--- config.mk ---
export PLATFORM = sky130hd
export DESIGN_NAME = aec_alignment_check
export DESIGN_NICKNAME = d
export VERILOG_FILES = /design/src/hw/aec_pkg.sv /design/src/hw/aec_decide.sv /design/src/hw/aec_alignment_check.sv
export VERILOG_INCLUDE_DIRS = /design/src /design/src/hw
export SDC_FILE = /design/constraint.sdc
export NUM_CORES = 1
export LEC_CHECK = 0
export ABC_AREA = 1
export BUFFER_PORTS_ARGS = -buffer_cell sky130_fd_sc_hd__buf_2
export CAP_MARGIN = 25
export CORE_MARGIN = 3
export CORE_UTILIZATION = 40
export CTS_BUF_LIST = sky130_fd_sc_hd__clkbuf_16
export CTS_CLUSTER_SIZE = 14
export DETAILED_ROUTE_END_ITERATION = 16
export PLACE_DENSITY = 0.7
export SYNTH_ARGS = -nofsm -noshare
export SYNTH_HDL_FRONTEND = slang
export SYNTH_SLANG_ARGS = --single-unit
--- constraint.sdc ---
create_clock -name clock -period 5 [get_ports clock]
set_clock_uncertainty 0.1 [all_clocks]
set_input_delay 0.5 -clock clock [delete_from_list [all_inputs] [get_ports clock]]
set_output_delay 0.5 -clock clock [all_outputs]
set_load 0.02 [all_outputs]
--- src/hw/aec_defs.svh ---
// Constants for the alignment exception check
`ifndef AEC_DEFS_SVH
`define AEC_DEFS_SVH
`define AEC_MSR_DATA_RELOCATE 27
`define AEC_CACHE_IGNORE_BITS 5
`define AEC_STRING_MAX_LEN    8'h80
`define AEC_MISALIGN_EXTRA    2'h1
`define AEC_CROSS_EXTRA       2'h2
`endif

--- src/hw/aec_pkg.sv ---
// Types for the alignment exception check
package aec_pkg;
    typedef enum logic [3:0] {
        AEC_OP_INT_LOAD  = 4'h0,
        AEC_OP_INT_STORE = 4'h1,
        AEC_OP_STRING    = 4'h2,
        AEC_OP_CACHE_CTL = 4'h3,
        AEC_OP_ZERO_BLK  = 4'h4,
        AEC_OP_CACHE_RD  = 4'h5,
        AEC_OP_LOAD_RSV  = 4'h6,
        AEC_OP_STORE_CND = 4'h7,
        AEC_OP_AUX_LOAD  = 4'h8,
        AEC_OP_AUX_STORE = 4'h9,
        AEC_OP_IFETCH    = 4'hA
    } aec_op_t;
    typedef enum logic [1:0] {
        AEC_SZ_BYTE  = 2'h0,
        AEC_SZ_HALF  = 2'h1,
        AEC_SZ_WORD  = 2'h2,
        AEC_SZ_DOUBLE = 2'h3
    } aec_size_t;
    typedef struct packed {
        aec_op_t    op;
        aec_size_t  size;
        logic [7:0] str_len;
        logic [31:0] ea;
        logic       cachable;
        logic       write_through;
        logic       little_endian;
    } aec_req_t;
    typedef struct packed {
        logic       fault;
        logic       misaligned;
        logic       crosses_word;
    } aec_chk_t;
endpackage : aec_pkg

--- src/hw/aec_decide.sv ---
// Combinational alignment decision for one request
`timescale 1ns/1ps
`default_nettype none
`include "aec_defs.svh"
module aec_decide (
    input  wire aec_pkg::aec_req_t req,
    input  wire logic              data_relocate_enable,
    output aec_pkg::aec_chk_t      chk
);
    logic [1:0] low;
    logic [2:0] span;
    logic [3:0] end_ofs;
    // Misalignment and fault classification
    always_comb begin
        low = req.ea[1:0];
        chk = '0;
        case (req.size)
            aec_pkg::AEC_SZ_HALF:   span = 3'h2;
            aec_pkg::AEC_SZ_WORD:   span = 3'h4;
            aec_pkg::AEC_SZ_DOUBLE: span = 3'h4;
            default:                span = 3'h1;
        endcase
        // Halfword by two, word by four, byte always aligned
        case (req.size)
            aec_pkg::AEC_SZ_HALF:   chk.misaligned = low[0];
            aec_pkg::AEC_SZ_WORD:   chk.misaligned = |low;
            aec_pkg::AEC_SZ_DOUBLE: chk.misaligned = |low;
            default:                chk.misaligned = 1'b0;
        endcase
        // Lowest byte address plus span tells a word crossing
        end_ofs = {2'h0, low} + {1'h0, span} - 4'h1;
        chk.crosses_word = end_ofs[2];
        case (req.op)
            aec_pkg::AEC_OP_ZERO_BLK:
                chk.fault = !data_relocate_enable && (!req.cachable || req.write_through);
            aec_pkg::AEC_OP_CACHE_CTL:
                chk.fault = 1'b0;
            aec_pkg::AEC_OP_CACHE_RD, aec_pkg::AEC_OP_LOAD_RSV, aec_pkg::AEC_OP_STORE_CND:
                chk.fault = |low;
            aec_pkg::AEC_OP_AUX_LOAD, aec_pkg::AEC_OP_AUX_STORE: begin
                if (req.size == aec_pkg::AEC_SZ_HALF)
                    chk.fault = low[0];
                else if (req.size == aec_pkg::AEC_SZ_BYTE)
                    chk.fault = 1'b0;
                else
                    chk.fault = |low;
            end
            aec_pkg::AEC_OP_IFETCH:
                chk.fault = |low;
            aec_pkg::AEC_OP_STRING:
                chk.fault = (req.str_len == 8'h00) || (req.str_len > `AEC_STRING_MAX_LEN);
            default:
                chk.fault = 1'b0;
        endcase
        // Cache control ops never report misalignment
        if (req.op == aec_pkg::AEC_OP_CACHE_CTL || req.op == aec_pkg::AEC_OP_ZERO_BLK) begin
            chk.misaligned = 1'b0;
            chk.crosses_word = 1'b0;
        end
        // little_endian is deliberately unused here
    end
endmodule : aec_decide
`default_nettype wire

--- src/hw/aec_alignment_check.sv ---
// Alignment exception check for the load/store pipeline
`timescale 1ns/1ps
`default_nettype none
`include "aec_defs.svh"
module aec_alignment_check (
    input  wire logic              clock,
    input  wire logic              resetn,
    input  wire logic              req_valid,
    input  wire aec_pkg::aec_req_t req,
    input  wire logic [31:0]       machine_state,
    output logic                   req_ready,
    output logic                   exc_valid,
    output logic [31:0]            exc_addr,
    output logic                   acc_valid,
    output aec_pkg::aec_req_t      acc_req,
    output logic [1:0]             acc_extra_cycles,
    output logic                   acc_last
);
    typedef enum logic [1:0] {
        AEC_ST_IDLE  = 2'b01,
        AEC_ST_EXTRA = 2'b10
    } aec_state_t;

    aec_state_t        state;
    aec_state_t        next_state;
    logic [1:0]        wait_cnt;
    logic [1:0]        next_wait_cnt;
    logic              next_req_ready;
    logic              next_exc_valid;
    logic [31:0]       next_exc_addr;
    logic              next_acc_valid;
    aec_pkg::aec_req_t next_acc_req;
    logic [1:0]        next_acc_extra_cycles;
    logic              next_acc_last;
    aec_pkg::aec_chk_t chk;
    logic              data_relocate_enable;
    logic              take;

    // Relocate bit, numbered from the most significant end
    assign data_relocate_enable = machine_state[31 - `AEC_MSR_DATA_RELOCATE];
    assign take = req_valid && req_ready;

    aec_decide u_decide (
        .req                  (req),
        .data_relocate_enable (data_relocate_enable),
        .chk                  (chk)
    );

    // Issue control: fault, plain access, or access with extra cycles
    always_comb begin
        next_state            = state;
        next_wait_cnt         = wait_cnt;
        next_req_ready        = req_ready;
        next_exc_valid        = 1'b0;
        next_exc_addr         = exc_addr;
        next_acc_valid        = 1'b0;
        next_acc_req          = acc_req;
        next_acc_extra_cycles = acc_extra_cycles;
        next_acc_last         = 1'b0;
        case (state)
            AEC_ST_IDLE: begin
                if (take) begin
                    next_exc_addr = req.ea;
                    if (chk.fault) begin
                        next_exc_valid = 1'b1;
                    end else begin
                        next_acc_valid = 1'b1;
                        next_acc_req   = req;
                        if (chk.misaligned) begin
                            next_acc_extra_cycles = chk.crosses_word ? `AEC_CROSS_EXTRA : `AEC_MISALIGN_EXTRA;
                            next_wait_cnt  = chk.crosses_word ? `AEC_CROSS_EXTRA : `AEC_MISALIGN_EXTRA;
                            next_req_ready = 1'b0;
                            next_state     = AEC_ST_EXTRA;
                        end else begin
                            next_acc_extra_cycles = 2'h0;
                            next_acc_last         = 1'b1;
                        end
                    end
                end
            end
            AEC_ST_EXTRA: begin
                next_wait_cnt = wait_cnt - 2'h1;
                if (wait_cnt == 2'h1) begin
                    next_acc_last  = 1'b1;
                    next_req_ready = 1'b1;
                    next_state     = AEC_ST_IDLE;
                end
            end
            default: begin
                next_state     = AEC_ST_IDLE;
                next_req_ready = 1'b1;
            end
        endcase
    end

    // State registers
    always_ff @(posedge clock or negedge resetn) begin
        if (!resetn) begin
            state            <= AEC_ST_IDLE;
            wait_cnt         <= 2'h0;
            req_ready        <= 1'b1;
            exc_valid        <= 1'b0;
            exc_addr         <= 32'h0000_0000;
            acc_valid        <= 1'b0;
            acc_req          <= '0;
            acc_extra_cycles <= 2'h0;
            acc_last         <= 1'b0;
        end else begin
            state            <= next_state;
            wait_cnt         <= next_wait_cnt;
            req_ready        <= next_req_ready;
            exc_valid        <= next_exc_valid;
            exc_addr         <= next_exc_addr;
            acc_valid        <= next_acc_valid;
            acc_req          <= next_acc_req;
            acc_extra_cycles <= next_acc_extra_cycles;
            acc_last         <= next_acc_last;
        end
    end

    // Cycles spent stalled, so the stall length can be bounded
    logic [2:0]        stall_cnt;
    logic [2:0]        next_stall_cnt;

    // Count up while ready is low, clear once it returns
    always_comb begin
        next_stall_cnt = 3'h0;
        if (!req_ready)
            next_stall_cnt = stall_cnt + 3'h1;
    end

    // Stall counter register
    always_ff @(posedge clock or negedge resetn) begin
        if (!resetn)
            stall_cnt <= 3'h0;
        else
            stall_cnt <= next_stall_cnt;
    end

    // Same request with the endian attribute inverted, decided in parallel
    aec_pkg::aec_req_t req_flip;
    aec_pkg::aec_chk_t chk_flip;

    // Invert only the endian attribute
    always_comb begin
        req_flip               = req;
        req_flip.little_endian = !req.little_endian;
    end

    // Shadow decision, read only by the endian check
    aec_decide u_decide_flip (
        .req                  (req_flip),
        .data_relocate_enable (data_relocate_enable),
        .chk                  (chk_flip)
    );
endmodule : aec_alignment_check
`default_nettype wire

# Yosys cells after proc, flatten, opt, wreduce, memory -nomap -nowiden
# Cells that the tools add are included.
# W data, S select, Z words.
# word_totals
reg_bits,91
in_bits,84
output_inout_bits,87
wordCells,90
# classes
addsub,3
order_cmp,1
eq_ne,19
mux,33
n_bitwise,1
reduce_logical,18
# op_table
cell,count
$mux W2,10
$eq A4 B3 Y1 const B,4
$mux W1,16
$eq A4 B4 Y1 const B,3
$eq A4 B2 Y1 const B,2
$gt A8 B8 Y1 const B,1
$logic_not A8 Y1,1
$ne A2 B2 Y1 const B,4
$pmux W2 S2,2
$reduce_and A4 Y1,2
$eq A2 B1 Y1 const B,3
$eq A2 B2 Y1 const B,3
$pmux W1 S2,3
$pmux W3 S2,1
$reduce_or A2 Y1,3
$pmux W1 S4,1
$reduce_or A4 Y1,1
$add A2 B3 Y3,1
$logic_or A1 B1 Y1,3
$reduce_and A3 Y1,1
$sub A3 B1 Y3 const B,1
$logic_and A1 B1 Y1,2
$logic_not A1 Y1,2
$logic_not A2 Y1,1
4 further kinds,4

# Logic depth before layout (Yosys ltp)
# Gate-level depths: netlist of the first run.
# depth
ltp_word,11
ltp_mapped,14
depth_no_buf,14

# Hierarchy
# From an unflattened synthesis of the first run, not the netlist that was laid out.
# hier_totals
cells_unflattened,462
hier_area_um2,3843.7
# by_module_without_submodules
mod,n_inst,cells_per_inst,area_per_inst_um2,seq_area_each_um2
aec_alignment_check,1,411,3607.2,2253.4
aec_decide,1,51,236.5,0.0

# Least setup slack after synthesis of the first run
# No wires, ideal clock.
# synth_path
path_kind,register to register
from,reg state[0]
to,reg acc_req[0] in the netlist's numbering
setup_ps,117
arrival_time_ps,1678
required_ps,4783
setup_slack_ps,3105
stages_incl_launch_ff,10
n_path_buf,1
period_less_slack_ps,1895
cell_sequence,dfstp_2 > ha_1 > inv_2 > nor2_2 > inv_2 > nor2_8 > inv_4 > buf_4 > nand2_1 > nand2_1
# synth_between
elab_chain_len,2
# synth_rtl
item,line,source
start: declaration,aec_alignment_check.sv:24,aec_state_t state;
start signal: assignment,aec_alignment_check.sv:109,state <= next_state;
$eq A2 B1 Y1,aec_alignment_check.sv:60,case (state)
$reduce_and A3 Y1 (no source line),--,
end signal: assignment,aec_alignment_check.sv:115,acc_req <= next_acc_req;
end: declaration,aec_alignment_check.sv:15,"output aec_pkg::aec_req_t acc_req,"
# No other way between the ends.
# A chain may end at the register's enable or synchronous reset.

# Worst setup path after layout of the first run
# layout_path
from,reg state[0]
to,reg acc_req[11] in the netlist's numbering
# The elaborated chain is that of the path after synthesis.

==> key figures, run 1 <==
Detailed routing
  – Number of routed nets with antenna violations: 0
  – Drt pass-1 iters: 4
  – Initial DRC Count: 80
  – Total Wirelength: 8.98 mm
  – Post-detailed-route via-to-cell ratio: 4.46
  – Drc violations: 0
  – Vias after detailed routing: 3135
  – Wirelength per Cell: 12.8 µm

Clocking
  – Clock sink total: 90
  – Clock network latency to the later pin of the worst-skew pair: 0.32 ns
  – Buffer count from post-CTS setup fixing: 0
  – CTS root buffer: sky130_fd_sc_hd__clkbuf_16
  – CTS buffer count: 9
  – Quantity of gates resized following cts: 0
  – Clock slew at the register clock pins of the worst setup and hold paths: 0.06 ns
  – Cts-stage hold buffer count: 1
  – Maximum root-to-sink buffer count: 2
  – H-Tree Depth: 3
  – Clock tree from TritonCTS: yes

Placed design
  – Total half-perimeter wirelength after legalization and detailed placement: 6.31 mm
  – # placed instances: 686
  – Total of buffers placed on input and output ports: 139
  – Pre-CTS setup slack: 1.73 ns
  – Standard cell area after detailed placement: 4560 µm²
  – Placer Congestion: 0.825

Power
  – Share of power burned in combinational logic: 43.4%
  – LEAKAGE: 2.81 nW
  – Net Switching: 1.39 mW
  – Maximum vdd ir drop: 0.000296 V
  – Switching Fraction: 43.0%
  – Part of the power in the clock network: 18.7%
  – Reg power frac: 37.9%
  – PwrDens: 669 nW/µm²
  – Internal power: 1.84 mW

STA
  – Final cycle utilization of the critical path: 63.7%
  – Hold Fails Final Rpt: 0
  – Minimum setup slack in the final design: 1.81 ns
  – Worst Tran Pin Value: 0.801 ns
  – Final total negative setup slack: 0 ns
  – Time the final worst path needs with I/O delays and setup: 3.19 ns
  – Fmax: 314 MHz
  – Max_slew headroom: 46.5%
  – Final slew viol count: 0
  – Count of final setup violators: 0
  – Unrepaired setup endpoints after global routing: no

Global route
  – Total routing usage reported by global routing: 17.3%
  – Leftover overflow at the end of global routing: 0
  – Global-route wire length before repair: 14.4 mm
  – Maximum number of pins on one net before global-route repair: 71
  – Initial antenna violation count: 0
  – Number of global-route vias before repair: 3009

Critical path
  – Required time at the endpoint of the critical path: 5.08 ns
  – Data arrival time of the critical path: 3.27 ns
  – Beginning of the worst register-to-register path: state[0]
  – Origin of the worst setup path: state[0]
  – CP Launch Type: flop
  – Kind of capture point of the worst setup path: flop
  – Category of the critical setup timing path: reg2reg
  – Highest fanout seen on the critical path: 70

Logic synthesis
  – Summed instance area of the synthesized netlist: 3790 µm²
  – Sequential cell area fraction in the yosys report: 59.4%
  – Count of warnings emitted by yosys: 0
  – Cell type with the largest total area after synthesis: sky130_fd_sc_hd__dfrtp_1
  – Area fraction of the dominant cell type after synthesis: 58.7%
  – Distinct cells, synth: 24
  – Post-synthesis area per instance: 8.72 µm²
  – Cells after Synth: 435
  – Count of state elements after synthesis: 90
  – Leading cell types by total area after synthesis: sky130_fd_sc_hd__dfrtp_1 (59%), sky130_fd_sc_hd__nand2_1 (22%), sky130_fd_sc_hd__o21ai_2 (3.5%)
  – Post-Syn Nets: 523

Floorplanning
  – Total Die Area: 10700 µm²
  – Die boundary height: 103 µm
  – X dimension of the die: 103 µm
  – Cell row count: 34
  – Top-level I/O count: 171
  – Core box area: 8980 µm²
  – Initial core utilization: 42.2%

Run
  – Max-cap check violation count: 0

Finish
  – Number of fill cells in the layout: 854
  – Area growth from synthesis to layout: 27.6%
  – Post-route core utilization: 53.9%
  – Final non-filler cell total: 703
  – Final design instance area without fill: 4840 µm²
  – Ratio of cells with drive above 1 in the final layout: 31.7%
  – Number of diodes: 0
  – Net count of the finished layout: 660

Worst hold path
  – Tightest Hold Check Type: in2reg
  – Hold path startpoint: req[0]

Status
  – Result of the run: completed
-- cell usage in the layout (no fill, tap or decap), types with 4 or more instances in the layout --
master,netlist,layout
sky130_fd_sc_hd__a21oi_1,5,5
sky130_fd_sc_hd__buf_2,3,138
sky130_fd_sc_hd__clkbuf_16,0,9
sky130_fd_sc_hd__dfrtp_1,89,89
sky130_fd_sc_hd__ha_1,4,4
sky130_fd_sc_hd__inv_1,27,28
sky130_fd_sc_hd__inv_2,6,6
sky130_fd_sc_hd__nand2_1,223,223
sky130_fd_sc_hd__nand3_1,11,11
sky130_fd_sc_hd__nor2_1,9,9
sky130_fd_sc_hd__o21ai_0,16,16
sky130_fd_sc_hd__o21ai_1,4,4
sky130_fd_sc_hd__o21ai_2,15,15
-- layer usage --
layer  part of all wire [%]  global-route usage (%)  wire, µm
met1                     44                    21.7      3970
met2                     49                    29.8      4440
met3                    4.9                    3.02       443
met4                    1.4                    6.57       123
met5                      0                       0         0
-- metrics by stage --
| stage | hold WS (ns) | total power [mW] |
|---|---|---|
| 2_1_floorplan | 0.104 | 2.17 |
| 3_3_place_gp | 0.332 | 2.62 |
| 3_5_place_dp | 0.338 | 2.67 |
| 4_1_cts | 0.268 | 3.29 |
| 5_1_grt | 0.278 | 3.49 |
| 6_report | 0.283 | 3.24 |
-- final timing paths --
kind                            cells past startpoint           to  slack [ns]
worst max-delay path                                9  acc_req[11]        1.81
worst min-delay path                                3   acc_req[0]        0.28
worst max register to register                      9  acc_req[11]        1.81
worst min register to register                      2  acc_req[43]        0.36
max in group asynchronous                           3  acc_req[44]        3.16
min in group asynchronous                           2  acc_req[46]        0.54
-- kinds of logic (layout without fill, tap and decap cells) --
group / after synthesis / after routing / share of synthesized area (%)
AND/OR/NAND/NOR: 250 / 250 / 26.1
flip-flops: 90 / 90 / 59.4
adder cells (fa/ha/maj): 4 / 4 / 1.32
AO/OA/AOI/OAI: 41 / 41 / 6.93
buffers and inverters: 50 / 192 / 6.20
-- cell type report --
class                           instances  area [µm²]  share of cell area [%]
Clock buffer                            9         225                    4.65
Clock inverter                          7        45.0                   0.931
Inverter                               34         130                    2.69
Multi-Input combinational cell        295        1300                    26.9
Sequential cell                        90        2250                    46.6
Tap cell                              126         158                    3.26
Timing Repair Buffer                  142         723                    14.9
-- cell usage after synthesis --
master and count:
sky130_fd_sc_hd__clkbuf_1 6, sky130_fd_sc_hd__nand4_1 1, sky130_fd_sc_hd__dfrtp_1 89, sky130_fd_sc_hd__inv_2 6, sky130_fd_sc_hd__nand2_4 1, sky130_fd_sc_hd__nor2_2 1
sky130_fd_sc_hd__buf_4 3, sky130_fd_sc_hd__nor3_1 2, sky130_fd_sc_hd__nand2_1 223, sky130_fd_sc_hd__inv_1 27, sky130_fd_sc_hd__a21oi_1 5, sky130_fd_sc_hd__buf_6 4
sky130_fd_sc_hd__inv_4 1, sky130_fd_sc_hd__o22ai_1 1, sky130_fd_sc_hd__dfstp_2 1, sky130_fd_sc_hd__ha_1 4, sky130_fd_sc_hd__o21ai_1 4, sky130_fd_sc_hd__buf_2 3
sky130_fd_sc_hd__nor2_1 9, sky130_fd_sc_hd__o21ai_2 15, sky130_fd_sc_hd__nor2_8 1, sky130_fd_sc_hd__o21ai_0 16, sky130_fd_sc_hd__nand3_1 11, sky130_fd_sc_hd__nor2_4 1
-- power groups by stage --
stage               combinational, mW  clock (mW)  sequential, mW
CTS                              1.44       0.625            1.22
floorplan                       0.541           0            1.63
detailed placement               1.43           0            1.23
finish                           1.41       0.605            1.23
global route                     1.57       0.655            1.27
global placement                 1.40           0            1.22
-- sequential cells by signal, indices dropped and copies added (netlist names) --
| register | flops |
|---|---|
| exc_addr | 32 |
| wait_cnt | 2 |
| state | 2 |
| exc_valid | 1 |
| acc_valid | 1 |
| acc_last | 1 |
| acc_extra_cycles | 2 |
| acc_req | 49 |
-- critical path, cell delays in order (launching register included) --
cell,delay [ns]
sky130_fd_sc_hd__dfstp_2,0.57
sky130_fd_sc_hd__ha_1,0.28
sky130_fd_sc_hd__inv_2,0.07
sky130_fd_sc_hd__nor2_2,0.10
sky130_fd_sc_hd__buf_4,0.28
sky130_fd_sc_hd__inv_2,0.38
sky130_fd_sc_hd__nor2_8,0.57
sky130_fd_sc_hd__inv_4,0.41
sky130_fd_sc_hd__nand2_1,0.19
sky130_fd_sc_hd__o21ai_2,0.07
(Power assumes the default switching activity.)
==> run 2: changes to the inputs <==
Clock period 5 ns to 3.1 ns, I/O delays scaled along.
==> run 2 against run 1 <==
Compared with the run above: register-to-register slack worse by 1.3 ns; via count is 2.2% higher; fmax is 24% higher; first-iteration DRC count is 41% higher; cell area is 1.8% higher; sequential power is 61% higher; hold slack worse by 0.19 ns; count of clock-buffer cells in the layout stayed put; power is 69% higher; global-route usage hardly changed; sequential cell count stayed put; largest power group unchanged.
==> key figures, run 2 (synthesized netlist as in run 1, its figures left out) <==
Status
  – Result of the run: completed

Critical path
  – CP Launch Type: flop
  – Slowest stage delay, CP: 0.61 ns (+0.04 ns)
  – Critical-path top delay cell: sky130_fd_sc_hd__inv_2
  – Ordered list of cells on the worst path: inv_1 -> ha_1 -> inv_2 -> nor2_2 -> inv_2 -> nor2_8 -> inv_4 -> nand2_1 -> o21ai_2
  – Most used cell along the critical path: sky130_fd_sc_hd__inv_2
  – Required time at the endpoint of the critical path: 3.24 ns (-1.84 ns)
  – Category of the critical setup timing path: reg2reg
  – Gate family responsible for the most delay along the worst path: buffers and inverters
  – Number of buffers and inverters on the critical path: 4 (unchanged)
  – Highest fanout seen on the critical path: 70 (unchanged)
  – Data arrival time of the critical path: 2.71 ns (-0.56 ns)
  – Kind of capture point of the worst setup path: flop

Power
  – PwrDens: 1110 nW/µm² (+66%)
  – Maximum vdd ir drop: 0.000630 V (+110%)
  – Total design power: 5.47 mW (+69%)
  – LEAKAGE: 2.86 nW (+1.7%)

Clocking
  – Clock tree from TritonCTS: yes
  – Clock network latency to the later pin of the worst-skew pair: 0.32 ns (about the same)
  – Quantity of gates resized following cts: 0 (unchanged)
  – H-Tree Depth: 3 (unchanged)
  – Maximum root-to-sink buffer count: 2 (unchanged)
  – CTS root buffer: sky130_fd_sc_hd__clkbuf_16
  – CTS buffer count: 9 (unchanged)
  – Clock slew at the register clock pins of the worst setup and hold paths: 0.06 ns (about the same)
  – Clock sink total: 90 (unchanged)

STA
  – Final cycle utilization of the critical path: 82.8% (+19 points)
  – Final total negative setup slack: 0 ns (unchanged)
  – Time the final worst path needs with I/O delays and setup: 2.57 ns (-0.617 ns)
  – Hold Fails Final Rpt: 0 (unchanged)
  – Count of final setup violators: 0 (unchanged)
  – Worst hold margin: 0.0949 ns (-0.188 ns)
  – Fmax: 389 MHz (+24%)
  – Unrepaired setup endpoints after global routing: no
  – Max_slew headroom: 43.6% (-2.9 points)
  – Worst Tran Pin Value: 0.844 ns (+0.0435 ns)
  – Final slew viol count: 0 (unchanged)

Detailed routing
  – Vias after detailed routing: 3204 (+2.2%)
  – Drt pass-1 iters: 4 (unchanged)
  – Initial DRC Count: 113 (+41%)
  – Total Wirelength: 9.09 mm (+1.3%)
  – Drc violations: 0 (unchanged)
  – Wirelength per Cell: 12.9 µm (+1.3%)
  – Post-detailed-route via-to-cell ratio: 4.56 (+2.2%)
  – Number of routed nets with antenna violations: 0 (unchanged)

Placed design
  – Total of buffers placed on input and output ports: 139 (unchanged)
  – Total half-perimeter wirelength after legalization and detailed placement: 6.36 mm (+0.87%)
  – Placer Congestion: 0.832 (+0.85%)

Worst hold path
  – Tightest Hold Check Type: in2reg

Finish
  – Area of the multi-input gates: 1300 µm² (unchanged)
  – Area growth from synthesis to layout: 29.9%
  – Ratio of cells with drive above 1 in the final layout: 31.5% (-0.17 points)
  – Register area: 2250 µm² (unchanged)
  – Net count of the finished layout: 661 (+0.15%)
  – Max FFs per register: 49 (unchanged)
  – Commonest cells after routing, fill and taps aside: sky130_fd_sc_hd__nand2_1 (223), sky130_fd_sc_hd__buf_2 (138), sky130_fd_sc_hd__dfrtp_1 (89), sky130_fd_sc_hd__inv_1 (28), sky130_fd_sc_hd__o21ai_0 (16)
  – Post-route core utilization: 54.9% (+0.99 points)
  – Most common library cell in the layout ignoring fill and taps: sky130_fd_sc_hd__nand2_1
  – Number of diodes: 0 (unchanged)
  – Registers with the highest flip-flop counts: acc_req (49), exc_addr (32)
  – Number of fill cells in the layout: 857 (+0.35%)
  – Register containing the most flip-flops in the final layout: acc_req

Global route
  – Global-route wire length before repair: 14.5 mm (+0.58%)
  – Maximum number of pins on one net before global-route repair: 75 (+5.6%)
  – Total routing usage reported by global routing: 17.3% (-0.019 points)
  – Initial antenna violation count: 0 (unchanged)
  – M3 GR Usage: 2.95% (-0.067 points)
  – Routing usage on met2: 30.1% (+0.39 points)
  – Global routing met1 resource utilization: 21.6% (-0.049 points)
  – Leftover overflow at the end of global routing: 0 (unchanged)
  – Number of global-route vias before repair: 3077 (+2.3%)
  – Most heavily used metal layer in global routing: met2

Floorplanning
  – Top-level I/O count: 171 (unchanged)
  – Initial core utilization: 42.2% (unchanged)
  – Cell row count: 34 (unchanged)
  – Die boundary height: 103 µm (unchanged)
  – Total Die Area: 10700 µm² (unchanged)
  – Core box area: 8980 µm² (unchanged)
  – X dimension of the die: 103 µm (unchanged)

Run
  – Max-cap check violation count: 0 (unchanged)
==> run 2: report_power, final <==
| group | internal (mW) | switching, mW | leakage, nW |
|---|---|---|---|
| clock network | 0.781 | 0.425 | 0.165 |
| registers | 1.71 | 0.263 | 1.13 |
| logic | 0.727 | 1.56 | 1.57 |
==> run 2: metrics by stage <==
step                      std cells  area [µm²]  setup slack, ns
after floorplan                 435        3790             1.20
after global placement          686        4560            0.608
after detailed placement        687        4590            0.533
after CTS                       703        4930            0.530
after global routing            703        4930            0.310
final                           703        4930            0.532
==> run 2: area by class of cell <==
| class | instances | share of cell area (%) |
|---|---|---|
| sequential | 90 | 45.7 |
| multi-input combinational | 295 | 26.5 |
| timing repair buffer | 143 | 15.2 |
| clock buffer | 9 | 4.57 |
| tap | 126 | 3.20 |
| inverter | 34 | 2.64 |
| clock inverter | 6 | 2.16 |
==> run 2: path summary, 6_finish.rpt <==
check                       startpoint          end  slack, ns  cells after the start
setup / recovery              state[1]  acc_req[10]       0.53                      9
hold / removal                  req[0]   acc_req[0]       0.09                      3
setup reg to reg              state[1]  acc_req[10]       0.53                      9
hold reg to reg            acc_req[32]  acc_req[32]       0.36                      2
max in group asynchronous       resetn  acc_req[42]       1.96                      3
min in group asynchronous       resetn  acc_req[46]       0.30                      2
==> run 2: what timing repair did <==
item                                    in CTS  in global routing
hold buffers                                 1                  0
endpoints found under the setup margin       0                  0
setup buffers                                0                  0
hold endpoints to repair                    16                  0
==> run 2: layer usage <==
layer	share of wire (%)	vias up
li1	-	1609
met1	43	1511
met2	51	75
met3	4.6	9
met4	1.3	0
met5	0	-
==> run 2: tightest hold or removal path, cell delays in order <==
cell and delay, ns:
sky130_fd_sc_hd__buf_2 0.08, sky130_fd_sc_hd__nand2_1 0.04, sky130_fd_sc_hd__nand2_1 0.05
==> run 3: changes to the inputs <==
Settings changed: PLACE_DENSITY 0.7 to 0.72.
Clock period 3.1 ns to 2.2 ns, I/O delays scaled along.
==> run 3 against run 2 <==
Compared with the run above: power grew 39%; sequential power grew 41%; via count grew 3.9%; setup slack lost 0.29 ns; hold slack lost 0.085 ns; cell count grew 2.0%; non-clock buffer count grew 13; cell area grew 1.9%; critical path type unchanged; routed wire length grew 7.0%; register-to-register slack lost 0.29 ns; global-route usage grew 0.80 points; sequential share of layout area shrank 0.84 points.
==> key figures, run 3 (synthesized netlist as in run 1, its figures left out) <==
Critical path
  – Kind of capture point of the worst setup path: flop
  – CP Launch Type: flop
  – Category of the critical setup timing path: reg2reg
  – Ordered list of cells on the worst path: ha_1 -> inv_2 -> nor2_2 -> inv_2 -> nor2_8 -> inv_4 -> buf_12 -> nand2_1 -> o21ai_2
  – Slowest stage delay, CP: 0.57 ns (-0.04 ns)
  – Beginning of the worst register-to-register path: state[0]
  – Gate family responsible for the most delay along the worst path: flip-flops
  – Required time at the endpoint of the critical path: 2.31 ns (-0.93 ns)
  – Most used cell along the critical path: sky130_fd_sc_hd__inv_2
  – Number of buffers and inverters on the critical path: 4 (unchanged)
  – R2r setup slk: 0.24 ns (-0.29 ns)
  – Highest fanout seen on the critical path: 49 (-30%)
  – Critical register-to-register path endpoint: acc_req[9]
  – Data arrival time of the critical path: 2.07 ns (-0.64 ns)
  – Critical-path top delay cell: sky130_fd_sc_hd__dfstp_2
  – Worst r2r path cells: 9 (unchanged)

Global route
  – Total routing usage reported by global routing: 18.1% (+0.80 points)
  – Global-route wire length before repair: 14.9 mm (+2.9%)
  – Number of global-route vias before repair: 3008 (-2.2%)
  – Maximum number of pins on one net before global-route repair: 91 (+21%)
  – Initial antenna violation count: 0 (unchanged)
  – Leftover overflow at the end of global routing: 0 (unchanged)

Floorplanning
  – Top-level I/O count: 171 (unchanged)
  – Cell row count: 34 (unchanged)
  – Die boundary height: 103 µm (unchanged)
  – Initial core utilization: 42.2% (unchanged)
  – Core box area: 8980 µm² (unchanged)
  – Total Die Area: 10700 µm² (unchanged)
  – X dimension of the die: 103 µm (unchanged)

Detailed routing
  – Drt pass-1 iters: 5 (+1)
  – Number of routed nets with antenna violations: 0 (unchanged)
  – Vias after detailed routing: 3330 (+3.9%)
  – Post-detailed-route via-to-cell ratio: 4.64 (+1.9%)
  – Total Wirelength: 9.73 mm (+7.0%)
  – Drc violations: 0 (unchanged)
  – Initial DRC Count: 151 (+34%)
  – Wirelength per Cell: 13.6 µm (+4.9%)

Status
  – Result of the run: completed

Finish
  – Commonest cells after routing, fill and taps aside: sky130_fd_sc_hd__nand2_1 (223), sky130_fd_sc_hd__buf_2 (138), sky130_fd_sc_hd__dfrtp_1 (89), sky130_fd_sc_hd__inv_1 (28), sky130_fd_sc_hd__o21ai_0 (16)
  – Registers with the highest flip-flop counts: acc_req (49), exc_addr (32)
  – Final design instance area without fill: 5020 µm² (+1.9%)
  – Number of diodes: 0 (unchanged)
  – Net count of the finished layout: 675 (+2.1%)
  – Register containing the most flip-flops in the final layout: acc_req
  – Final non-filler cell total: 717 (+2.0%)
  – Number of fill cells in the layout: 850 (-0.82%)
  – Most common library cell in the layout ignoring fill and taps: sky130_fd_sc_hd__nand2_1
  – Ratio of cells with drive above 1 in the final layout: 31.5% (-0.070 points)
  – Area growth from synthesis to layout: 32.4%
  – Area of the multi-input gates: 1320 µm² (+0.86%)
  – Register area: 2250 µm² (unchanged)
  – Max FFs per register: 49 (unchanged)

STA
  – Fmax: 511 MHz (+31%)
  – Worst hold margin: 0.00965 ns (-0.0852 ns)
  – Unrepaired setup endpoints after global routing: no
  – Minimum setup slack in the final design: 0.243 ns (-0.289 ns)
  – Time the final worst path needs with I/O delays and setup: 1.96 ns (-0.611 ns)
  – Final slew viol count: 0 (unchanged)
  – Hold Fails Final Rpt: 0 (unchanged)
  – Max_slew headroom: 65.8% (+22 points)
  – Final total negative setup slack: 0 ns (unchanged)
  – Final cycle utilization of the critical path: 89.0% (+6.1 points)
  – Worst Tran Pin Value: 0.511 ns (-0.333 ns)
  – Count of final setup violators: 0 (unchanged)

Power
  – LEAKAGE: 2.89 nW (+1.0%)
  – Maximum vdd ir drop: 0.000649 V (+3.1%)
  – PwrDens: 1510 nW/µm² (+36%)

Clocking
  – Clock slew at the register clock pins of the worst setup and hold paths: 0.06 ns (about the same)
  – Clock network latency to the later pin of the worst-skew pair: 0.32 ns (about the same)
  – Quantity of gates resized following cts: 0 (unchanged)
  – Clock sink total: 90 (unchanged)
  – CTS buffer count: 9 (unchanged)
  – H-Tree Depth: 3 (unchanged)
  – CTS root buffer: sky130_fd_sc_hd__clkbuf_16
  – Maximum root-to-sink buffer count: 2 (unchanged)
  – Clock tree from TritonCTS: yes

Placed design
  – Pre-CTS setup slack: 0.0718 ns (-0.461 ns)
  – Total half-perimeter wirelength after legalization and detailed placement: 6.60 mm (+3.6%)
  – Placer Congestion: 0.831 (-0.16%)
  – Total of buffers placed on input and output ports: 139 (unchanged)
  – # placed instances: 690 (+0.44%)
  – Standard cell area after detailed placement: 4610 µm² (+0.60%)

Worst hold path
  – Tightest Hold Check Type: in2reg
  – Terminating pin of the worst hold path: exc_addr[10]
  – Hold Path Depth: 3 (unchanged)
  – Hold path startpoint: req[13]

Run
  – Max-cap check violation count: 0 (unchanged)
==> run 3: worst max-delay path by stage <==
stage | endpoint | from | depth (start not counted)
floorplan | acc_req[0] | state[0] | 9
global placement | acc_req[48] | state[0] | 9
detailed placement | acc_req[9] | state[0] | 9
CTS | acc_req[1] | state[0] | 9
finish | acc_req[9] | state[0] | 9
global route | acc_req[30] | state[0] | 9
==> run 3: layer usage <==
metal  GRT usage [%]  part of all wire (%)
met5               0                     0
met3            2.62                   4.4
met1            23.9                    43
met4            6.67                   1.2
met2            30.2                    51
==> run 3: what timing repair did <==
item,in CTS,in global routing
hold endpoints to repair,103,0
hold buffers,11,0
setup endpoints to repair,0,51
setup buffers,0,0
==> run 3: layout make-up <==
class | count | area share [%]
flip-flops and latches | 90 | 44.9
multi-input cells | 296 | 26.2
repair buffers | 156 | 17.5
clock buffers | 9 | 4.49
well taps | 126 | 3.14
inverters | 34 | 2.59
clock inverters | 6 | 1.20
==> run 3: where the power goes <==
part           switching, mW  leakage [nW]  internal (mW)  total, mW
logic                   2.24          1.63           1.07       3.32
clock network          0.602         0.132          0.865       1.47
registers              0.385          1.13           2.42       2.80
==> run 3: per-stage QoR <==
step | total power [mW] | utilization, %
2_1_floorplan | 4.94 | -
3_3_place_gp | 6.01 | 51.4
3_5_place_dp | 6.15 | 51.4
4_1_cts | 7.64 | 55.8
5_1_grt | 8.12 | 55.9
6_report | 7.59 | 55.9
==> run 3: worst min-delay path, delay by kind of cell <==
family,cells,cell delay [ns]
buf+inv,1,0.09
simple gates,2,0.09
